File: src/amx_regs.svh
// register offsets, field positions, reset values and timing counts for the converter control
`ifndef AMX_REGS_SVH
`define AMX_REGS_SVH

`define AMX_ADDR_W        4
`define AMX_DATA_W        16
`define AMX_PINS          8
`define AMX_RES_W         12
`define AMX_RES_CODES     4096

`define AMX_OFF_CTRL      4'h0
`define AMX_OFF_STATUS    4'h1
`define AMX_OFF_MUX       4'h2
`define AMX_OFF_DIR       4'h3
`define AMX_OFF_DATA      4'h4
`define AMX_OFF_RESULT    4'h5
`define AMX_OFF_SETTLE    4'h6

`define AMX_CTRL_CORE     0
`define AMX_CTRL_REF      1
`define AMX_CTRL_BG       2

`define AMX_STS_MODE_LSB  0
`define AMX_STS_READY     4
`define AMX_STS_DROP      5

`define AMX_CTRL_RST      3'h0
`define AMX_MUX_RST       8'hFF
`define AMX_DIR_RST       8'h00
`define AMX_DATA_RST      8'h00

`define AMX_CLK_PERIOD_NS 100
`define AMX_SETTLE_NS     1000000
`define AMX_SETTLE_CYC    (`AMX_SETTLE_NS / `AMX_CLK_PERIOD_NS)

`endif

File: src/amx_pkg.sv
// types shared by the converter control files
package amx_pkg;
    typedef enum logic [3:0] {
        AMX_MODE_OFF   = 4'h1,
        AMX_MODE_COMP  = 4'h2,
        AMX_MODE_QUICK = 4'h4,
        AMX_MODE_FULL  = 4'h8
    } amx_mode_e;
endpackage

File: src/amx_settle_timer.sv
// power-up stabilisation down-counter with ready flag
`include "amx_regs.svh"
module amx_settle_timer
(
    // clock and reset
    input  wire logic                   clk_i,
    input  wire logic                   rst_i,
    // control
    input  wire logic                   load_i,
    input  wire logic                   clear_i,
    input  wire logic [`AMX_DATA_W-1:0] count_i,
    // status
    output logic                        ready_o
);
    logic [`AMX_DATA_W-1:0] cnt_r;
    logic                   run_r;

    // load wins over clear: a fresh power-up write restarts the wait
    always_ff @(posedge clk_i or posedge rst_i)
    begin
        if (rst_i)
        begin
            cnt_r <= '0;
            run_r <= 1'b0;
        end
        else if (load_i)
        begin
            cnt_r <= count_i;                          // see [RULE_13]
            run_r <= 1'b1;
        end
        else if (clear_i)
        begin
            cnt_r <= '0;
            run_r <= 1'b0;
        end
        else if (run_r && cnt_r != '0)
        begin
            cnt_r <= cnt_r - `AMX_DATA_W'(1);
        end
    end

    always_ff @(posedge clk_i or posedge rst_i)
    begin
        if (rst_i)
            ready_o <= 1'b0;
        else if (load_i || clear_i)
            ready_o <= 1'b0;
        else if (run_r && cnt_r <= `AMX_DATA_W'(1))
            ready_o <= 1'b1;                           // see [RULE_13]
    end
endmodule

File: src/amx_ctrl.sv
// converter power-mode control, settle wait and shared analog pin mux
//
// Notes on behaviour
// [RULE_01] result is a 12-bit code, one step equals full scale over 4096
// [RULE_02] all three power bits set gives full mode, all clear gives off
// [RULE_03] bandgap and reference on, core off gives quick-wake mode
// [RULE_04] only bandgap on gives comparator-only mode, no conversions
// [RULE_05] conversions are not valid until the power-up settle delay has passed
// [RULE_06] all three power bits may be set in one write; wait counts from it
// [RULE_07] converter channel and comparator paths stay available regardless of mux
// [RULE_08] mux bit 0 enables digital function; data reads return pin level
// [RULE_09] mux bit 1 makes data reads return the stored output latch
// [RULE_10] deselected digital function gates off the pin input buffer
// [RULE_11] after reset every shared pin has its digital function disabled
// [RULE_12] software should keep digital function off on pins used as analog
// [RULE_13] settle wait is a loadable cycle counter that raises a ready flag
`include "amx_regs.svh"
module amx_ctrl
#(
    parameter logic [`AMX_DATA_W-1:0] SETTLE_CYCLES = `AMX_DATA_W'(`AMX_SETTLE_CYC)
)
(
    // clock and reset
    input  wire logic                   clk_i,
    input  wire logic                   rst_i,
    // register port
    input  wire logic [`AMX_ADDR_W-1:0] addr_i,
    input  wire logic [`AMX_DATA_W-1:0] wdata_i,
    input  wire logic                   wr_i,
    input  wire logic                   rd_i,
    output logic [`AMX_DATA_W-1:0]      rdata_o,
    // converter core
    input  wire logic                   conv_valid_i,
    input  wire logic [`AMX_RES_W-1:0]  conv_data_i,
    output logic                        bg_en_o,
    output logic                        ref_en_o,
    output logic                        core_en_o,
    output logic                        conv_allow_o,
    output logic                        comp_en_o,
    output logic [3:0]                  mode_o,
    // shared pins
    input  wire logic [`AMX_PINS-1:0]   pin_in_i,
    output logic [`AMX_PINS-1:0]        pin_out_o,
    output logic [`AMX_PINS-1:0]        pin_oe_o,
    output logic [`AMX_PINS-1:0]        pin_dig_in_o,
    output logic [`AMX_PINS-1:0]        pin_ana_en_o
);
    logic [2:0]                 ctrl_r;
    logic [2:0]                 ctrl_nxt;
    logic [`AMX_PINS-1:0]       mux_r;
    logic [`AMX_PINS-1:0]       dir_r;
    logic [`AMX_PINS-1:0]       latch_r;
    logic [`AMX_RES_W-1:0]      result_r;
    logic                       drop_r;
    logic [`AMX_DATA_W-1:0]     settle_r;
    amx_pkg::amx_mode_e         mode_r;
    logic                       ready;
    logic                       ctrl_wr;
    logic                       enter_full;
    logic                       leave_full;
    logic [`AMX_PINS-1:0]       pin_rd;

    // unlisted bit patterns have no defined mode; core stays unpowered there
    function automatic amx_pkg::amx_mode_e decode_mode(input logic [2:0] c);
        amx_pkg::amx_mode_e m;
        m = amx_pkg::AMX_MODE_OFF;
        case (c)
            3'h7:    m = amx_pkg::AMX_MODE_FULL;       // see [RULE_02]
            3'h6:    m = amx_pkg::AMX_MODE_QUICK;      // see [RULE_03]
            3'h4:    m = amx_pkg::AMX_MODE_COMP;       // see [RULE_04]
            3'h0:    m = amx_pkg::AMX_MODE_OFF;        // see [RULE_02]
            default: m = amx_pkg::AMX_MODE_OFF;
        endcase
        return m;
    endfunction

    assign ctrl_wr  = wr_i && addr_i == `AMX_OFF_CTRL;
    assign ctrl_nxt = ctrl_wr ? wdata_i[2:0] : ctrl_r;

    // all three bits may arrive in one write; the wait starts from that write
    assign enter_full = ctrl_wr && decode_mode(ctrl_nxt) == amx_pkg::AMX_MODE_FULL
                        && mode_r != amx_pkg::AMX_MODE_FULL;          // see [RULE_06]
    assign leave_full = ctrl_wr && decode_mode(ctrl_nxt) != amx_pkg::AMX_MODE_FULL;

    amx_settle_timer u_settle
    (
        .clk_i   (clk_i),
        .rst_i   (rst_i),
        .load_i  (enter_full),
        .clear_i (leave_full),
        .count_i (settle_r),
        .ready_o (ready)
    );

    // power control bits
    always_ff @(posedge clk_i or posedge rst_i)
    begin
        if (rst_i)
        begin
            ctrl_r <= `AMX_CTRL_RST;
            mode_r <= amx_pkg::AMX_MODE_OFF;
        end
        else
        begin
            ctrl_r <= ctrl_nxt;
            mode_r <= decode_mode(ctrl_nxt);
        end
    end

    // settle count, reloadable so slower analog parts can be covered
    always_ff @(posedge clk_i or posedge rst_i)
    begin
        if (rst_i)
            settle_r <= SETTLE_CYCLES;
        else if (wr_i && addr_i == `AMX_OFF_SETTLE)
            settle_r <= wdata_i;                        // see [RULE_13]
    end

    // pin mux, direction and output latch
    always_ff @(posedge clk_i or posedge rst_i)
    begin
        if (rst_i)
        begin
            mux_r   <= `AMX_MUX_RST;                    // see [RULE_11]
            dir_r   <= `AMX_DIR_RST;
            latch_r <= `AMX_DATA_RST;
        end
        else if (wr_i)
        begin
            if (addr_i == `AMX_OFF_MUX)
                mux_r <= wdata_i[`AMX_PINS-1:0];
            if (addr_i == `AMX_OFF_DIR)
                dir_r <= wdata_i[`AMX_PINS-1:0];
            if (addr_i == `AMX_OFF_DATA)
                latch_r <= wdata_i[`AMX_PINS-1:0];
        end
    end

    // only samples taken after the settle wait count as results
    always_ff @(posedge clk_i or posedge rst_i)
    begin
        if (rst_i)
            result_r <= '0;
        else if (conv_valid_i && conv_allow_o)
            result_r <= conv_data_i;                    // see [RULE_01]
    end

    // sticky drop flag; a new drop in the clearing cycle still sets it
    always_ff @(posedge clk_i or posedge rst_i)
    begin
        if (rst_i)
            drop_r <= 1'b0;
        else if (conv_valid_i && !conv_allow_o)
            drop_r <= 1'b1;                             // see [RULE_05]
        else if (wr_i && addr_i == `AMX_OFF_STATUS && wdata_i[`AMX_STS_DROP])
            drop_r <= 1'b0;
    end

    genvar g;
    generate
        for (g = 0; g < `AMX_PINS; g++)
        begin : g_pin
            // analog input stays buffered off the digital side to keep noise out
            assign pin_dig_in_o[g] = pin_in_i[g] & ~mux_r[g];         // see [RULE_10]
            assign pin_rd[g]       = mux_r[g] ? latch_r[g] : pin_in_i[g]; // see [RULE_08] [RULE_09]
            assign pin_oe_o[g]     = dir_r[g] & ~mux_r[g];            // see [RULE_08]
            assign pin_out_o[g]    = latch_r[g];
            assign pin_ana_en_o[g] = 1'b1;                            // see [RULE_07]
        end
    endgenerate

    assign bg_en_o      = ctrl_r[`AMX_CTRL_BG];
    assign ref_en_o     = ctrl_r[`AMX_CTRL_REF];
    assign core_en_o    = mode_r == amx_pkg::AMX_MODE_FULL;
    assign comp_en_o    = bg_en_o;                                    // see [RULE_04]
    assign conv_allow_o = core_en_o && ready;                         // see [RULE_05]
    assign mode_o       = mode_r;

    // read data, one cycle after the strobe; unmapped reads return zero
    always_ff @(posedge clk_i or posedge rst_i)
    begin
        if (rst_i)
            rdata_o <= '0;
        else if (rd_i)
        begin
            case (addr_i)
                `AMX_OFF_CTRL:   rdata_o <= {13'h0000, ctrl_r};
                `AMX_OFF_STATUS: rdata_o <= {10'h000, drop_r, ready, mode_r};
                `AMX_OFF_MUX:    rdata_o <= {8'h00, mux_r};
                `AMX_OFF_DIR:    rdata_o <= {8'h00, dir_r};
                `AMX_OFF_DATA:   rdata_o <= {8'h00, pin_rd};
                `AMX_OFF_RESULT: rdata_o <= {4'h0, result_r};
                `AMX_OFF_SETTLE: rdata_o <= settle_r;
                default:         rdata_o <= '0;
            endcase
        end
        else
            rdata_o <= '0;
    end
endmodule

File: config.mk
export PLATFORM = sky130hd
export DESIGN_NAME = amx_ctrl
export DESIGN_NICKNAME = d
export VERILOG_FILES = /design/src/amx_pkg.sv /design/src/amx_settle_timer.sv /design/src/amx_ctrl.sv
export VERILOG_INCLUDE_DIRS = /design/src
export SDC_FILE = /design/constraint.sdc
export NUM_CORES = 1
export LEC_CHECK = 0
export BUFFER_PORTS_ARGS = -buffer_cell sky130_fd_sc_hd__buf_2
export CAP_MARGIN = 40
export CORE_MARGIN = 2
export CORE_UTILIZATION = 55
export CTS_CLUSTER_SIZE = 20
export DETAILED_ROUTE_END_ITERATION = 12
export GPL_ROUTABILITY_DRIVEN = 1
export PLACE_DENSITY_LB_ADDON = 0.1
export SYNTH_ARGS = -nofsm -noshare
export SYNTH_HDL_FRONTEND = slang
export SYNTH_SLANG_ARGS = --single-unit
File: constraint.sdc
create_clock -name clk_i -period 4.7 [get_ports clk_i]
set_input_delay 1.175 -clock clk_i [delete_from_list [all_inputs] [get_ports clk_i]]
set_output_delay 1.175 -clock clk_i [all_outputs]
set_load 0.1 [all_outputs]
==> results.cfg <==
[logic_synthesis]
synthArstFlopShare = 1.00
netlist_instances = 429
postSynthAreaPerCell_um2 = 11.1
yosys.area.top_type = dfrtp_1
synth_top_area_share = 0.422
ys_top_cells_by_count = dfrtp_1 (80), mux2_2 (48), nand2_1 (38), o21ai_0 (28), nor2_1 (25)
synthTopCellsByArea = dfrtp_1 (42%), mux2_2 (11%), dfstp_2 (7.8%), nor2b_1 (3.2%), nand2_1 (3.0%)
synthDistinctLibCells = 65
ys_seq_elements = 94
ys_warn_count = 0
ys_seq_area_frac = 0.500
ys.flop_type = dfrtp_1
synth-edff-count = 0
synthesis.area_mm2 = 0.00474
yosysMostFrequentCell = dfrtp_1

[setup_path]
critPathRequiredTime_ns = 3.52
worstSetupStartpointType = flip-flop
r2r_slack_ns = 2.28
path_max_fanout = 6
setup.worst_path.end_class = primary output
reg2reg_from = u_settle.cnt_r[0]$_DFFE_PP0P_
r2r_end = u_settle.cnt_r[7]$_DFFE_PP0P_
path_class = flip-flop to primary output
reg2reg_depth = 7
arrival_ns = 2.11

[global_route]
grt_pass1_vias = 3581
grt_overflow_total = 0
antenna_found_initial = 0
grt_pass1_wl_mm = 18.8
track_usage = 0.252
grt_max_degree = 64

[worst_hold_path]
whs_path_depth = 1
hold_end = result_r[6]$_DFFE_PP0P_
hold_class = flip-flop to flip-flop
hp-start = result_r[6]$_DFFE_PP0P_

[clock_network]
cts_setup_buffers = 0
clk_pin_slew_worst_paths_ns = 0.09
cts_tree = built
cts_resized = 0
clock_path_buffers = 2
clk_latency_ns = 0.36
cts-buffers-inserted = 9
cts_root_buf = clkbuf_8
htreeDepth = 3
holdBufCountCts = 0
cts.sinks = 94

[floorplan]
die_w_um = 96.8
die_h_um = 96.8
start_util = 0.571
fp.coreArea_mm2 = 0.00830
dieArea_mm2 = 0.00938
pin_count = 102
row_count = 33

[routing]
drtAntennaViolNets = 0
route.detailed.drc = 0
wl_per_cell_um = 18.5
first_pass_iters = 5
wl_mm = 11.5
drtIter0Drc = 185
viasPerCell = 5.83
vias = 3634

[timing]
finalSetupTns_ns = 0
fin_crit_ns = 3.29
fmax_mhz = 304
clock_skew_ns = 0.0100
timing.final.hold_violations = 0
slew_headroom = 0.440
tightest_slew_ns = 0.837
setup_viol = 0
period_share = 0.700
slew_viol_final = 0
rsz0062_at_grt = false
fin_hold_ws_ns = 0.504

[final_layout]
drive_gt1_frac = 0.380
postLayoutCellArea_mm2 = 0.00540
num_antenna_cells = 0
area_growth_pct = 13.8
nets = 560
fillCellCount = 662

[pwr]
p_leak_uw = 0.00259
powerDensity_mw_per_mm2 = 518
ir_worst_vdd_uv = 326

[placement]
gp_congestion = 0.907
hpwlAfterDp_mm = 8.28
io_buffers = 93
place_area_mm2 = 0.00517

[job]
maxCapViolCount = 0

[run_status]
outcome = finished clean
-- critical path, stage by stage (launching register included) --
cell	delay, ns
dfrtp_1	0.45
nor4b_4	0.55
and2_1	0.30
buf_2	0.46
-- power breakdown --
| group | switching (µW) | leakage (µW) | internal [µW] |
|---|---|---|---|
| sequential | 171 | 0.00119 | 980 |
| clock | 290 | 0.000106 | 301 |
| combinational | 752 | 0.00129 | 302 |
-- routing by layer --
layer,GRT usage,vias up,wire [µm]
li1,-,1694,-
met2,0.387,130,5340
met3,0.0405,22,618
met1,0.359,1788,5280
met4,0.103,0,294
met5,0,-,0
-- flip-flops by register name, summed over array words and instances, names as in the netlist --
name	cells
settle_r	16
pin_out_o	8
dir_r	8
ctrl_r	3
result_r	12
u_settle.run_r	1
mux_r	8
u_settle.cnt_r	16
mode_o	4
drop_r	1
rdata_o	16
u_settle.ready_o	1
-- cells in the final DEF, fill, tap and decap left out, drive strengths merged, types with 4 or more instances in the layout --
| cell | count |
|---|---|
| nor2b | 24 |
| and3 | 7 |
| conb | 8 |
| nand2 | 38 |
| nor2 | 26 |
| a21oi | 9 |
| o21a | 11 |
| a2bb2oi | 4 |
| a222oi | 4 |
| a22oi | 9 |
| o21ai | 29 |
| inv | 9 |
| dfstp | 14 |
| a31oi | 6 |
| a22o | 5 |
| or2 | 5 |
| nand2b | 4 |
| a21o | 10 |
| clkbuf | 9 |
| mux2 | 49 |
| dfrtp | 80 |
| nor3 | 9 |
| buf | 95 |
| nand3 | 6 |
| nor4 | 4 |
-- cell type report --
cell class,count,area [µm²],area share
clock buffers,9,124,0.0230
well taps,105,131,0.0244
multi-input cells,304,2160,0.400
clock inverters,7,97.6,0.0181
repair buffers,95,480,0.0891
inverters,9,35.0,0.00649
flip-flops and latches,94,2370,0.439
-- worst max-delay path by stage --
stage	start	endpoint	slack (ns)	cells after the start
2_1_floorplan	mode_o[3]$_DFF_PP0_	conv_allow_o	0.29	2
3_3_place_gp	addr_i[0]	settle_r[15]$_DFFE_PP0P_	1.24	5
3_5_place_dp	addr_i[0]	settle_r[1]$_DFFE_PP0P_	1.24	5
4_1_cts	mode_o[1]$_DFF_PP0_	conv_allow_o	1.37	3
5_1_grt	mode_o[1]$_DFF_PP0_	conv_allow_o	1.35	3
6_report	mode_o[1]$_DFF_PP0_	conv_allow_o	1.41	3
-- cells by family (layout without fill, tap and decap cells) --
kind of cell / after synthesis / in the layout / share of synthesized area
xor+xnor: 1 / 1 / 0.00185
fa+ha+maj: 2 / 2 / 0.00528
buf+inv: 38 / 120 / 0.0507
other cells: 1 / 8 / 0.000791
simple gates: 137 / 137 / 0.160
mux: 53 / 53 / 0.127
flops: 94 / 94 / 0.500
compound gates: 103 / 103 / 0.154
-- stage by stage --
step	worst slack (ns)	std cells	util	power [µW]
2_1_floorplan	0.290	436	-	2040
3_3_place_gp	1.24	607	0.623	2190
3_5_place_dp	1.24	607	0.623	2210
4_1_cts	1.37	623	0.650	2800
5_1_grt	1.35	623	0.650	2940
6_report	1.41	623	0.650	2800
(Power assumes the default switching activity.)
